--- src/e1rs_map.svh ---
`ifndef E1RS_MAP_SVH
`define E1RS_MAP_SVH
// register offsets
`define E1RS_ADDR_ID 8'h0F
`define E1RS_ADDR_RC1 8'h10
`define E1RS_ADDR_RC2 8'h11
// reset values
`define E1RS_RC1_RST 8'h00
`define E1RS_RC2_RST 8'h00
`define E1RS_UNMAPPED_RD 8'h00
// receive_control_one fields
`define E1RS_RC1_MFFUNC 7
`define E1RS_RC1_MODE 6
`define E1RS_RC1_DIR 5
`define E1RS_RC1_CRIT 2
`define E1RS_RC1_AUTODIS 1
`define E1RS_RC1_MANUAL 0
// receive_control_two fields
`define E1RS_RC2_BCS 2
`define E1RS_RC2_ESE 1
// frame structure
`define E1RS_FAS_WORD 7'h1B
`define E1RS_CRC_MFA_WORD 6'h0B
`define E1RS_TS0_END 8'h07
`define E1RS_TS16_END 8'h87
`define E1RS_FRAME_END 8'hFF
// timing and error counts
`define E1RS_FAS_ERR_LIMIT 2'h3
`define E1RS_CAS_ERR_LIMIT 2'h2
`define E1RS_MF_WINDOW_US 8000
`define E1RS_FRAME_US 125
`define E1RS_CRC_BLOCK 1000
`define E1RS_CRC_ERR_LIMIT 915
`endif

--- src/e1rs_pkg.sv ---
package e1rs_pkg;
  typedef enum logic [1:0] {
    E1RS_HUNT = 2'b00,
    E1RS_NFAS = 2'b01,
    E1RS_CONF = 2'b11,
    E1RS_SYNC = 2'b10
  } e1rs_fstate_e;
  typedef logic [7:0] e1rs_byte_t;
endpackage

--- src/e1rs_receive_sync.sv ---
`timescale 1ns/1ps
`include "e1rs_map.svh"
// Notes on behaviour
// - identification register at 0Fh, read only, top bit set by LINE_TYPE
// - low four bits give die revision, bits 6 to 4 read zero
// - bit 7 reads 0 for T1 part, 1 for E1 part
// - control registers reset to 00h and hold that until the host writes them
// - multiframe mode marks CAS boundaries at 0, CRC4 boundaries at 1
// - sync pin marks every second (FAS) frame at 0, multiframes at 1
// - direction 0 output, 1 input; input only with elastic store on
// - resync after 3 bad FAS; optionally also 3 bad non-FAS bit 2
// - auto realign disable bit: 0 realigns automatically, 1 does not
// - rising edge of manual resync bit starts a resync
// - frame sync: FAS in frame N and N+2, absent in N+1
// - CRC4 multiframe sync: two alignment words within 8 ms
// - CRC4 resync when 915 or more of 1000 code words errored
// - CAS sync on word with nonzero previous TS16; resync after two bad
// - elastic store enable bit bypasses at 0, inserts at 1
// - spare bit selects in second control register have no function
module e1rs_receive_sync
  import e1rs_pkg::*;
#(
  parameter logic [3:0] REVISION = 4'h1, // arbitrary value
  parameter logic LINE_TYPE = 1'b1
) (
  input wire logic sys_clk_i,
  input wire logic rst_b_i,
  input wire logic ce_i,
  input wire logic [7:0] bus_addr_i,
  input wire logic [7:0] bus_wdata_i,
  input wire logic bus_wr_i,
  input wire logic bus_rd_i,
  output logic [7:0] bus_rdata_o,
  input wire logic rx_bit_i,
  input wire logic rx_bit_en_i,
  input wire logic rx_boundary_pin_i,
  output logic rx_boundary_pin_o,
  output logic rx_boundary_pin_oe_o,
  output logic backplane_sync_o,
  output logic rx_elastic_store_enable_o,
  output logic backplane_clock_select_o,
  output logic frame_sync_o,
  output logic crc_mf_sync_o,
  output logic cas_mf_sync_o
);
  localparam int WIN_FRAMES = `E1RS_MF_WINDOW_US / `E1RS_FRAME_US;
  localparam logic [6:0] WIN_LAST = 7'(WIN_FRAMES - 1);
  localparam logic [9:0] CRC_LAST = 10'(`E1RS_CRC_BLOCK - 1);
  localparam logic [9:0] CRC_LIM = 10'(`E1RS_CRC_ERR_LIMIT);

  //////////////////////////////////////////////////////////////////////////
  // register port
  e1rs_byte_t receive_control_one;
  e1rs_byte_t receive_control_two;
  wire e1rs_byte_t die_identification =
    {LINE_TYPE, 3'h0, REVISION};
  wire sel_id = bus_addr_i == `E1RS_ADDR_ID;
  wire sel_rc1 = bus_addr_i == `E1RS_ADDR_RC1;
  wire sel_rc2 = bus_addr_i == `E1RS_ADDR_RC2;
  wire e1rs_byte_t rd_mux = sel_id ? die_identification :
    sel_rc1 ? receive_control_one :
    sel_rc2 ? receive_control_two : `E1RS_UNMAPPED_RD;
  wire sync_pin_multiframe_function =
    receive_control_one[`E1RS_RC1_MFFUNC];
  wire sync_pin_mode = receive_control_one[`E1RS_RC1_MODE];
  wire sync_pin_direction = receive_control_one[`E1RS_RC1_DIR];
  wire realign_criteria_select = receive_control_one[`E1RS_RC1_CRIT];
  wire auto_realign_disable = receive_control_one[`E1RS_RC1_AUTODIS];
  wire manual_bit = receive_control_one[`E1RS_RC1_MANUAL];
  wire es_enable = receive_control_two[`E1RS_RC2_ESE];
  // spare selects in bits 7..3 are stored only
  always_ff @(posedge sys_clk_i or negedge rst_b_i) begin
    if (!rst_b_i) begin
      receive_control_one <= `E1RS_RC1_RST;
      receive_control_two <= `E1RS_RC2_RST;
      bus_rdata_o <= `E1RS_UNMAPPED_RD;
    end else if (ce_i) begin
      if (bus_wr_i && sel_rc1) begin
        receive_control_one <= bus_wdata_i;
      end
      if (bus_wr_i && sel_rc2) begin
        receive_control_two <= bus_wdata_i;
      end
      if (bus_rd_i) begin
        bus_rdata_o <= rd_mux;
      end
    end
  end

  //////////////////////////////////////////////////////////////////////////
  // manual resync edge and sync pin input synchroniser
  logic manual_q;
  logic [2:0] pin_sync;
  logic pin_level;
  wire manual_rise = manual_bit && !manual_q;
  wire pin_input = sync_pin_direction && es_enable;
  always_ff @(posedge sys_clk_i or negedge rst_b_i) begin
    if (!rst_b_i) begin
      manual_q <= 1'b0;
      pin_sync <= 3'h0;
      pin_level <= 1'b0;
    end else if (ce_i) begin
      manual_q <= manual_bit;
      pin_sync <= {pin_sync[1:0], rx_boundary_pin_i};
      pin_level <= pin_sync[1] == pin_sync[2] ? pin_sync[2] : pin_level;
    end
  end
  wire pin_rise = pin_sync[1] && pin_sync[2] && !pin_level;

  //////////////////////////////////////////////////////////////////////////
  // frame alignment
  e1rs_fstate_e fstate;
  e1rs_fstate_e next_fstate;
  logic [7:0] bitpos;
  e1rs_byte_t shreg;
  logic fas_frame;
  logic [1:0] fas_errs;
  logic [1:0] nfas_errs;
  wire e1rs_byte_t next_shreg = {shreg[6:0], rx_bit_i};
  wire step = ce_i && rx_bit_en_i;
  wire fas_hit = next_shreg[6:0] == `E1RS_FAS_WORD;
  wire ts0_end = bitpos == `E1RS_TS0_END;
  wire frame_end = bitpos == `E1RS_FRAME_END;
  wire in_fsync = fstate == E1RS_SYNC;
  wire fas_bad = ts0_end && fas_frame && !fas_hit;
  wire nfas_bad = ts0_end && !fas_frame && !next_shreg[6];
  wire [1:0] next_fas_errs = !(ts0_end && fas_frame) ? fas_errs :
    fas_bad ? fas_errs + {1'b0, fas_errs != `E1RS_FAS_ERR_LIMIT} : 2'h0;
  wire [1:0] next_nfas_errs = !(ts0_end && !fas_frame) ? nfas_errs :
    nfas_bad ? nfas_errs + {1'b0, nfas_errs != `E1RS_FAS_ERR_LIMIT} : 2'h0;
  wire f_crit = next_fas_errs == `E1RS_FAS_ERR_LIMIT ||
    (realign_criteria_select &&
     next_nfas_errs == `E1RS_FAS_ERR_LIMIT);
  wire f_lose = in_fsync && f_crit && !auto_realign_disable;

  always_comb begin
    next_fstate = fstate;
    case (fstate)
      E1RS_HUNT: begin
        if (fas_hit) begin
          next_fstate = E1RS_NFAS;
        end
      end
      E1RS_NFAS: begin
        if (ts0_end) begin
          next_fstate = next_shreg[6] ? E1RS_CONF : E1RS_HUNT;
        end
      end
      E1RS_CONF: begin
        if (ts0_end) begin
          next_fstate = fas_hit ? E1RS_SYNC : E1RS_HUNT;
        end
      end
      E1RS_SYNC: begin
        if (f_lose) begin
          next_fstate = E1RS_HUNT;
        end
      end
      default: next_fstate = E1RS_HUNT;
    endcase
  end

  always_ff @(posedge sys_clk_i or negedge rst_b_i) begin
    if (!rst_b_i) begin
      fstate <= E1RS_HUNT;
      bitpos <= 8'h00;
      shreg <= 8'h00;
      fas_frame <= 1'b0;
      fas_errs <= 2'h0;
      nfas_errs <= 2'h0;
    end else if (ce_i && manual_rise) begin
      fstate <= E1RS_HUNT;
    end else if (step) begin
      shreg <= next_shreg;
      fstate <= next_fstate;
      if (fstate == E1RS_HUNT && fas_hit) begin
        bitpos <= `E1RS_TS0_END + 8'h01;
        fas_frame <= 1'b1;
      end else begin
        bitpos <= bitpos + 8'h01;
        if (frame_end) begin
          fas_frame <= !fas_frame;
        end
      end
      fas_errs <= in_fsync ? next_fas_errs : 2'h0;
      nfas_errs <= in_fsync ? next_nfas_errs : 2'h0;
    end
  end

  //////////////////////////////////////////////////////////////////////////
  // CRC4 multiframe alignment and code word checking
  logic crc_sync;
  logic [3:0] crc_fr;
  logic [5:0] mfa_bits;
  logic win_open;
  logic [6:0] win_cnt;
  logic [3:0] crc_acc;
  logic [3:0] crc_prev;
  logic [3:0] crc_rx;
  logic [9:0] crc_words;
  logic [9:0] crc_errs;
  wire c_bit_slot = bitpos == 8'h00 && fas_frame;
  wire crc_in = c_bit_slot ? 1'b0 : rx_bit_i;
  wire crc_fb = crc_in ^ crc_acc[3];
  wire [3:0] next_crc_acc = {crc_acc[2:0], crc_fb} ^ {2'h0, crc_fb, 1'b0};
  wire [5:0] next_mfa = {mfa_bits[4:0], next_shreg[7]};
  wire mfa_hit = ts0_end && !fas_frame && next_mfa == `E1RS_CRC_MFA_WORD;
  wire smf_end = frame_end && crc_fr[2:0] == 3'h7;
  wire word_bad = crc_rx != crc_prev;
  wire [9:0] next_crc_errs = crc_errs + {9'h000, word_bad};
  wire crc_lose = smf_end && crc_words == CRC_LAST &&
    next_crc_errs >= CRC_LIM && !auto_realign_disable;

  always_ff @(posedge sys_clk_i or negedge rst_b_i) begin
    if (!rst_b_i) begin
      crc_sync <= 1'b0;
      crc_fr <= 4'h0;
      mfa_bits <= 6'h00;
      win_open <= 1'b0;
      win_cnt <= 7'h00;
      crc_acc <= 4'h0;
      crc_prev <= 4'h0;
      crc_rx <= 4'h0;
      crc_words <= 10'h000;
      crc_errs <= 10'h000;
    end else if (ce_i && (manual_rise || !in_fsync)) begin
      crc_sync <= 1'b0;
      win_open <= 1'b0;
      crc_words <= 10'h000;
      crc_errs <= 10'h000;
    end else if (step) begin
      if (ts0_end && !fas_frame) begin
        mfa_bits <= next_mfa;
      end
      if (!crc_sync) begin
        if (mfa_hit && win_open) begin
          crc_sync <= 1'b1;
          crc_fr <= 4'hB;
          crc_acc <= 4'h0;
        end else if (mfa_hit) begin
          win_open <= 1'b1;
          win_cnt <= 7'h00;
        end else if (frame_end && win_open) begin
          win_open <= win_cnt != WIN_LAST;
          win_cnt <= win_cnt + 7'h01;
        end
      end else begin
        if (c_bit_slot) begin
          crc_rx <= {crc_rx[2:0], rx_bit_i};
        end
        crc_acc <= smf_end ? 4'h0 : next_crc_acc;
        if (frame_end) begin
          crc_fr <= crc_fr + 4'h1;
        end
        if (smf_end) begin
          crc_prev <= next_crc_acc;
          crc_words <= crc_words == CRC_LAST ? 10'h000 :
            crc_words + 10'h001;
          crc_errs <= crc_words == CRC_LAST ? 10'h000 : next_crc_errs;
          if (crc_lose) begin
            crc_sync <= 1'b0;
            win_open <= 1'b0;
          end
        end
      end
    end
  end

  //////////////////////////////////////////////////////////////////////////
  // CAS multiframe alignment
  logic cas_sync;
  logic [3:0] cas_fr;
  e1rs_byte_t prev_ts16;
  logic [1:0] cas_errs;
  wire ts16_end = bitpos == `E1RS_TS16_END;
  wire cas_word = next_shreg[7:4] == 4'h0;
  wire cas_check = ts16_end && cas_fr == 4'h0;
  wire [1:0] next_cas_errs = cas_word ? 2'h0 : cas_errs + 2'h1;
  wire cas_lose = cas_check && next_cas_errs == `E1RS_CAS_ERR_LIMIT &&
    !auto_realign_disable;

  always_ff @(posedge sys_clk_i or negedge rst_b_i) begin
    if (!rst_b_i) begin
      cas_sync <= 1'b0;
      cas_fr <= 4'h0;
      prev_ts16 <= 8'h00;
      cas_errs <= 2'h0;
    end else if (ce_i && (manual_rise || !in_fsync)) begin
      cas_sync <= 1'b0;
      cas_errs <= 2'h0;
    end else if (step) begin
      if (ts16_end) begin
        prev_ts16 <= next_shreg;
      end
      if (!cas_sync) begin
        if (ts16_end && cas_word && prev_ts16 != 8'h00) begin
          cas_sync <= 1'b1;
          cas_fr <= 4'h0;
          cas_errs <= 2'h0;
        end
      end else begin
        if (frame_end) begin
          cas_fr <= cas_fr + 4'h1;
        end
        if (cas_check) begin
          cas_errs <= next_cas_errs;
          cas_sync <= !cas_lose;
        end
      end
    end
  end

  //////////////////////////////////////////////////////////////////////////
  // boundary pin and status outputs
  wire mf_mark = sync_pin_multiframe_function ?
    (crc_sync && crc_fr == 4'hF) :
    (cas_sync && cas_fr == 4'hF);
  wire mark = in_fsync && frame_end &&
    (sync_pin_mode ? mf_mark : fas_frame);

  always_ff @(posedge sys_clk_i or negedge rst_b_i) begin
    if (!rst_b_i) begin
      rx_boundary_pin_o <= 1'b0;
      rx_boundary_pin_oe_o <= 1'b0;
      backplane_sync_o <= 1'b0;
      rx_elastic_store_enable_o <= 1'b0;
      backplane_clock_select_o <= 1'b0;
      frame_sync_o <= 1'b0;
      crc_mf_sync_o <= 1'b0;
      cas_mf_sync_o <= 1'b0;
    end else if (ce_i) begin
      rx_boundary_pin_o <= !pin_input && step && mark;
      rx_boundary_pin_oe_o <= !pin_input;
      backplane_sync_o <= pin_input && pin_rise;
      rx_elastic_store_enable_o <= es_enable;
      backplane_clock_select_o <= receive_control_two[`E1RS_RC2_BCS];
      frame_sync_o <= in_fsync;
      crc_mf_sync_o <= crc_sync;
      cas_mf_sync_o <= cas_sync;
    end
  end
endmodule

--- config.mk ---
export PLATFORM = sky130hd
export DESIGN_NAME = e1rs_receive_sync
export DESIGN_NICKNAME = d
export VERILOG_FILES = /design/src/e1rs_pkg.sv /design/src/e1rs_receive_sync.sv
export VERILOG_INCLUDE_DIRS = /design/src
export SDC_FILE = /design/constraint.sdc
export NUM_CORES = 1
export LEC_CHECK = 0
export BUFFER_PORTS_ARGS = -buffer_cell sky130_fd_sc_hd__buf_2
export CAP_MARGIN = 20
export CORE_MARGIN = 2
export CORE_UTILIZATION = 61
export DETAILED_ROUTE_END_ITERATION = 7
export GPL_ROUTABILITY_DRIVEN = 0
export PLACE_DENSITY = 0.88
export SLEW_MARGIN = 25
export SYNTH_ARGS = -nofsm -noshare
export SYNTH_HDL_FRONTEND = slang
export SYNTH_SLANG_ARGS = --single-unit
--- constraint.sdc ---
create_clock -name sys_clk_i -period 3.49 [get_ports sys_clk_i]
set_clock_uncertainty 0.1 [all_clocks]
set_input_delay 0.349 -clock sys_clk_i [delete_from_list [all_inputs] [get_ports sys_clk_i]]
set_output_delay 0.349 -clock sys_clk_i [all_outputs]
set_load 0.02 [all_outputs]
==> flow_metrics.py, run 1 <==
metrics = {
    "worst_setup_path": {
        "critPathArrivalTime_ns": 3.28,
        "cp-end-kind": "flip-flop",
        "cp-start-kind": "flip-flop",
        "critPathMaxFanout": 10,
        "worst-setup-path-type": "flip-flop to flip-flop",
        "required_ns": 3.81,
    },
    "run": {
        "maxCapViolCount": 0,
    },
    "cts": {
        "hold_buffers": 12,
        "numCtsBuffers": 17,
        "cts_resized": 0,
        "post_cts_buffers": 0,
        "cts_root_buffer": "clkbuf_8",
        "cts_tree": "yes",
        "clk_pin_slew_ns": 0.06,
        "clock_sinks": 124,
        "insertion_delay_ns": 0.54,
        "cts_htree_levels": 4,
        "cts_buffer_depth": 2,
    },
    "sta": {
        "hold_viol_final": 0,
        "tightest_slew_ns": 0.8457,
        "rsz0062_at_grt": "false",
        "slew_violations": 0,
        "timing.final.crit_share": 0.8458,
        "tns_ns": 0,
        "finalSetupViolations": 0,
        "slew_headroom": 0.4310,
        "fmax_mhz": 338.8,
        "period_minus_slack_ns": 2.952,
    },
    "layout": {
        "finalNetCount": 687,
        "nFillCells": 667,
        "layout_commonest_cell": "dfrtp_1",
        "layout_common_cells": "dfrtp_1, nand2_1, mux2_2",
        "area_growth_pct": 17.32,
        "drive_gt1_frac": 0.2123,
        "antenna_cells": 0,
    },
    "synth": {
        "synth_edf_count": 0,
        "synth_cell_types": 57,
        "synthFlopType": "dfrtp_1",
        "synth_cells": 597,
        "ys_seq_elements": 124,
        "avgSynthCellArea_sq_um": 10.34,
        "ys_async_sr_fraction": 1.000,
        "synth_fp_nets": 633,
        "syn_area_sq_mm": 0.006176,
        "seq_area_frac_synth": 0.5024,
        "ys_warn_count": 0,
    },
    "global_routing": {
        "antenna_found_initial": 0,
        "grt-ovfl-total": 0,
        "grt_pass1_wl_microns": 24850,
        "grtUsageTotal": 0.2887,
        "grt_max_degree": 53,
        "grt_pass1_vias": 5078,
    },
    "power": {
        "vdd_drop_max_mv": 0.4391,
        "pwr-share-comb": 0.074,
        "pwr-share-clk": 0.496,
        "intPower_w": 0.002750,
        "p_per_area_mw_per_mm2": 513.2,
        "power_w": 0.003719,
        "p_seq_frac": 0.429,
        "leakagePower_nw": 3.409,
        "p_sw_frac": 0.2605,
        "switchingPower_w": 0.0009688,
    },
    "drt": {
        "drt_iter0_drc": 309,
        "routed_wl_microns": 14820,
        "via_per_inst": 6.174,
        "drc": 0,
        "vias": 4921,
        "antenna_left": 0,
        "drt_first_pass_iters": 5,
        "avgRoutedWirePerCell_microns": 18.60,
    },
    "floorplanning": {
        "die_y_microns": 104.6,
        "core_sq_mm": 0.009819,
        "start_util": 0.6290,
        "dieArea_sq_mm": 0.01095,
        "fp.dieW_microns": 104.6,
        "num_io_pins": 40,
        "num_rows": 36,
    },
    "placement": {
        "dp_hpwl_microns": 9295,
        "portBuffers": 39,
    },
    "hold_path": {
        "hp-class": "input pin to flip-flop",
    },
    "status": {
        "status": "finished, final reports clean",
    },
}
==> worst max-delay path: stages, from the launching register on <==
cell and delay (ns):
dfrtp_1 0.40, xnor2_1 0.13, nand4_1 0.11, ha_1 0.18, ha_1 0.36, nand3_1 0.27
nor4_1 0.24, a31oi_1 0.09, a2111oi_2 0.49, o32ai_2 0.14, mux2_4 0.31
==> synth_stat cells (all sizes together) (3+ instances only) <==
| cell type | count | area (sq um) |
|---|---|---|
| a31oi | 5 | 31.28 |
| or2 | 5 | 33.79 |
| nor3 | 14 | 70.07 |
| nor2b | 3 | 18.77 |
| or4 | 5 | 45.04 |
| nand4 | 15 | 93.84 |
| clkbuf | 20 | 75.07 |
| inv | 9 | 33.78 |
| a2bb2oi | 5 | 43.79 |
| nand3 | 19 | 95.09 |
| nor2 | 34 | 127.6 |
| xor2 | 15 | 131.4 |
| a21o | 6 | 45.04 |
| o22ai | 3 | 18.77 |
| dfrtp | 124 | 3103 |
| nor4 | 10 | 62.56 |
| xnor2 | 8 | 70.07 |
| a22o | 14 | 122.6 |
| buf | 4 | 23.77 |
| ha | 12 | 150.1 |
| nand2 | 86 | 322.8 |
| nand2b | 8 | 50.05 |
| mux2 | 51 | 578.1 |
| o31ai | 3 | 36.28 |
| and3 | 14 | 87.58 |
| o21ai | 43 | 215.2 |
| or3 | 5 | 31.28 |
| a211o | 3 | 26.28 |
| mux2i | 8 | 80.08 |
| a21oi | 21 | 105.1 |
==> through the flow <==
stage	util	std cells	hold slack (ns)	setup WS, ns	instance area, sq um
after detailed placement	0.6634	753	0.3304	0.5298	6514
after CTS	0.7379	797	0.05628	0.5333	7246
after global routing	0.7379	797	0.1014	0.3076	7246
after floorplan	-	597	-0.04659	0.7230	6176
after global placement	0.6634	753	0.3231	0.6748	6514
final	0.7379	797	0.08049	0.5380	7246
==> per-layer routing <==
metal	up-vias	track usage	wire, microns
met5	-	0	0
met4	0	0.1410	484
met3	51	0.07236	722
met2	166	0.4958	7727
met1	2417	0.3385	5886
li1	2287	-	-
==> area by class of cell <==
type	instances	area, sq um	share of cell area
inverter	9	33.78	0.004662
clock inverter	14	183.9	0.02538
timing repair buffer	59	390.4	0.05388
sequential	124	3103	0.4283
clock buffer	18	427.9	0.05906
multi-input combinational	440	2940	0.4058
tap	133	166.4	0.02297
==> worst paths after layout <==
path	depth (start not counted)	end	slack, ns	startpoint
setup / recovery	10	win_open	0.54	crc_rx[2]
hold / removal	4	bus_rdata_o[7]	0.08	bus_addr_i[2]
setup reg to reg	10	win_open	0.54	crc_rx[2]
hold reg to reg	1	backplane_sync_o	0.40	pin_level
max in group asynchronous	3	prev_ts16[2]	2.14	rst_b_i
min in group asynchronous	2	crc_words[9]	0.30	rst_b_i
==> power groups by stage <==
stage / registers [W] / logic (W) / clock network, W
2_1_floorplan: 0.00158 / 0.000187 / 0
3_3_place_gp: 0.00161 / 0.000247 / 0
3_5_place_dp: 0.00162 / 0.000260 / 0
4_1_cts: 0.00159 / 0.000274 / 0.00185
5_1_grt: 0.00161 / 0.000306 / 0.00192
6_report: 0.00160 / 0.000276 / 0.00185
==> cell families after synthesis <==
family / share of synthesized area
muxes: 0.1066
adders and majority gates: 0.02431
AOI/OAI and AO/OA: 0.1341
xor gates and xnor gates: 0.03262
buffers and inverters: 0.02147
DFF: 0.5024
and+or+nand+nor: 0.1785
==> state kept, by name, indices dropped and copies added (netlist names), 4 cells and up <==
register / cells
mfa_bits: 5
crc_fr: 4
shreg: 7
crc_prev: 4
bus_rdata_o: 8
bitpos: 8
crc_rx: 4
receive_control_two: 8
cas_fr: 4
crc_acc: 4
crc_errs: 10
prev_ts16: 8
win_cnt: 7
crc_words: 10
receive_control_one: 8
(Power assumes the default switching activity.)
==> run 2: changes to the inputs <==
==> constraint.sdc (replaced) <==
create_clock -name sys_clk_i -period 2.8 [get_ports sys_clk_i]
set_clock_uncertainty 0.1 [all_clocks]
set_input_delay 0.28 -clock sys_clk_i [delete_from_list [all_inputs] [get_ports sys_clk_i]]
set_output_delay 0.28 -clock sys_clk_i [all_outputs]
set_load 0.02 [all_outputs]
==> run 2 against run 1 <==
The run now ends with negative setup slack left. Count of clock-buffer cells in the layout shrank 1. First-iteration DRC count grew 7.1%. Sequential share of layout area fell by 0.98 points. Total power up 25%. Flip-flop and latch count unchanged. Wire length increased by 1.2%. Worst hold slack got worse by 0.00093 ns. Clock power up 23%.
==> flow_metrics.py, run 2 (synthesis gave the netlist of run 1 again) <==
metrics = {
    "worst_setup_path": {
        "timing.rr.end": "win_open",
        "critPathArrivalTime_ns": 3.19,
        "cp-end-kind": "flip-flop",
        "reg2regPathDepth": 10,
        "worst-setup-path-type": "flip-flop to flip-flop",
        "r2r_start": "crc_rx[0]",
        "critPathMaxFanout": 3,
        "cp-start-kind": "flip-flop",
        "required_ns": 3.13,
        "critical_path.startpoint": "crc_rx[0]",
        "cp-endpoint": "win_open",
        "rrSetupSlack_ns": -0.06,
    },
    "global_routing": {
        "antenna_found_initial": 0,
        "grtUsageTotal": 0.2858,
        "grt-ovfl-total": 0,
        "grt_pass1_wl_microns": 24610,
        "grt_pass1_vias": 5122,
        "grt_max_degree": 58,
    },
    "layout": {
        "final-seq-area_sq_mm": 0.003103,
        "fin_cells": 812,
        "nFillCells": 645,
        "fin_util": 0.7551,
        "multi_input_area_sq_mm": 0.002990,
        "layout_commonest_cell": "dfrtp_1",
        "drive_gt1_frac": 0.2342,
        "layout_common_cells": "dfrtp_1, nand2_1, mux2_2",
        "antenna_cells": 0,
        "area_growth_pct": 20.06,
        "finalNetCount": 703,
        "reg_top3": "crc_errs: 10 flops, crc_words: 10 flops",
    },
    "cts": {
        "clock_sinks": 124,
        "cts_htree_levels": 4,
        "cts_buffer_depth": 2,
        "cts_root_buffer": "clkbuf_8",
        "insertion_delay_ns": 0.54,
        "clk_pin_slew_ns": 0.06,
        "numCtsBuffers": 17,
        "cts_tree": "yes",
    },
    "sta": {
        "tightest_slew_ns": 0.6720,
        "fmax_mhz": 350.0,
        "slew_violations": 0,
        "hold_viol_final": 0,
        "slew_headroom": 0.5404,
        "rsz0062_at_grt": "true",
        "setup_ws_ns": -0.05719,
        "finalSetupViolations": 1,
        "tns_ns": -0.05719,
        "whs_ns": 0.07956,
        "period_minus_slack_ns": 2.857,
        "timing.final.crit_share": 1.020,
    },
    "drt": {
        "routed_wl_microns": 15000,
        "drc": 0,
        "vias": 5003,
        "drt_first_pass_iters": 5,
        "avgRoutedWirePerCell_microns": 18.47,
        "drt_iter0_drc": 331,
        "antenna_left": 0,
        "via_per_inst": 6.161,
    },
    "floorplanning": {
        "dieArea_sq_mm": 0.01095,
        "num_rows": 36,
        "start_util": 0.6290,
        "num_io_pins": 40,
        "core_sq_mm": 0.009819,
        "fp.dieW_microns": 104.6,
        "die_y_microns": 104.6,
    },
    "status": {
        "status": "complete, but fails checks",
        "violations": "negative setup slack",
    },
    "placement": {
        "portBuffers": 39,
        "dp_hpwl_microns": 9594,
        "place_inst": 767,
    },
    "power": {
        "leakagePower_nw": 3.487,
        "power_w": 0.004640,
        "p_per_area_mw_per_mm2": 625.8,
        "vdd_drop_max_mv": 0.5896,
    },
    "hold_path": {
        "hp-class": "input pin to flip-flop",
    },
    "run": {
        "maxCapViolCount": 0,
    },
}
==> run 2: how the worst min path moves through the flow <==
stage                        startpoint                  endpoint  cells past startpoint
final                     bus_addr_i[2]            bus_rdata_o[0]                      5
after global routing      bus_addr_i[3]            bus_rdata_o[0]                      5
after CTS                 bus_addr_i[2]            bus_rdata_o[0]                      5
after detailed placement        rst_b_i              crc_words[9]                      1
after global placement          rst_b_i              crc_words[9]                      1
after floorplan                 rst_b_i  backplane_clock_select_o                      0
==> run 2: metal layers <==
layer	track usage	vias up	share of wire
met3	0.08359	40	0.057
met5	0	-	0
li1	-	2309	-
met2	0.5009	169	0.53
met4	0.1048	0	0.024
met1	0.3329	2485	0.39
==> run 2: power breakdown <==
group | internal, W | switching [W]
registers | 0.00188 | 0.000106
logic | 0.000163 | 0.000212
clock network | 0.00144 | 0.000839
==> run 2: what timing repair did <==
item	in CTS	in global routing
hold buffers	13	0
setup buffers	0	1
hold endpoints to repair	83	0
endpoints found under the setup margin	1	1
gates resized for setup	3	4
pin swaps	3	7
cloned	0	0
==> run 2: final cells by class <==
type / count / area share
clock inverters: 14 / 0.02616
multi-input cells: 440 / 0.4033
flip-flops and latches: 124 / 0.4185
inverters: 9 / 0.004556
repair buffers: 75 / 0.06919
well taps: 133 / 0.02244
clock buffers: 17 / 0.05586
==> run 2: through the flow <==
step | cell area, sq um | worst slack (ns)
after detailed placement | 6619 | -0.08285
after global placement | 6619 | 0.07283
after global routing | 7415 | -0.1462
after CTS | 7370 | -0.05977
after floorplan | 6176 | 0.03297
final | 7415 | -0.05719
==> run 2: worst max-delay path: stages (launching register included) <==
cell and delay (ns):
dfrtp_1 0.40, xnor2_1 0.17, nand4_1 0.15, ha_2 0.24, ha_4 0.17, xor2_1 0.15, or4_4 0.45, a32oi_4 0.25
a2111oi_4 0.06, o32ai_2 0.27, mux2_4 0.33
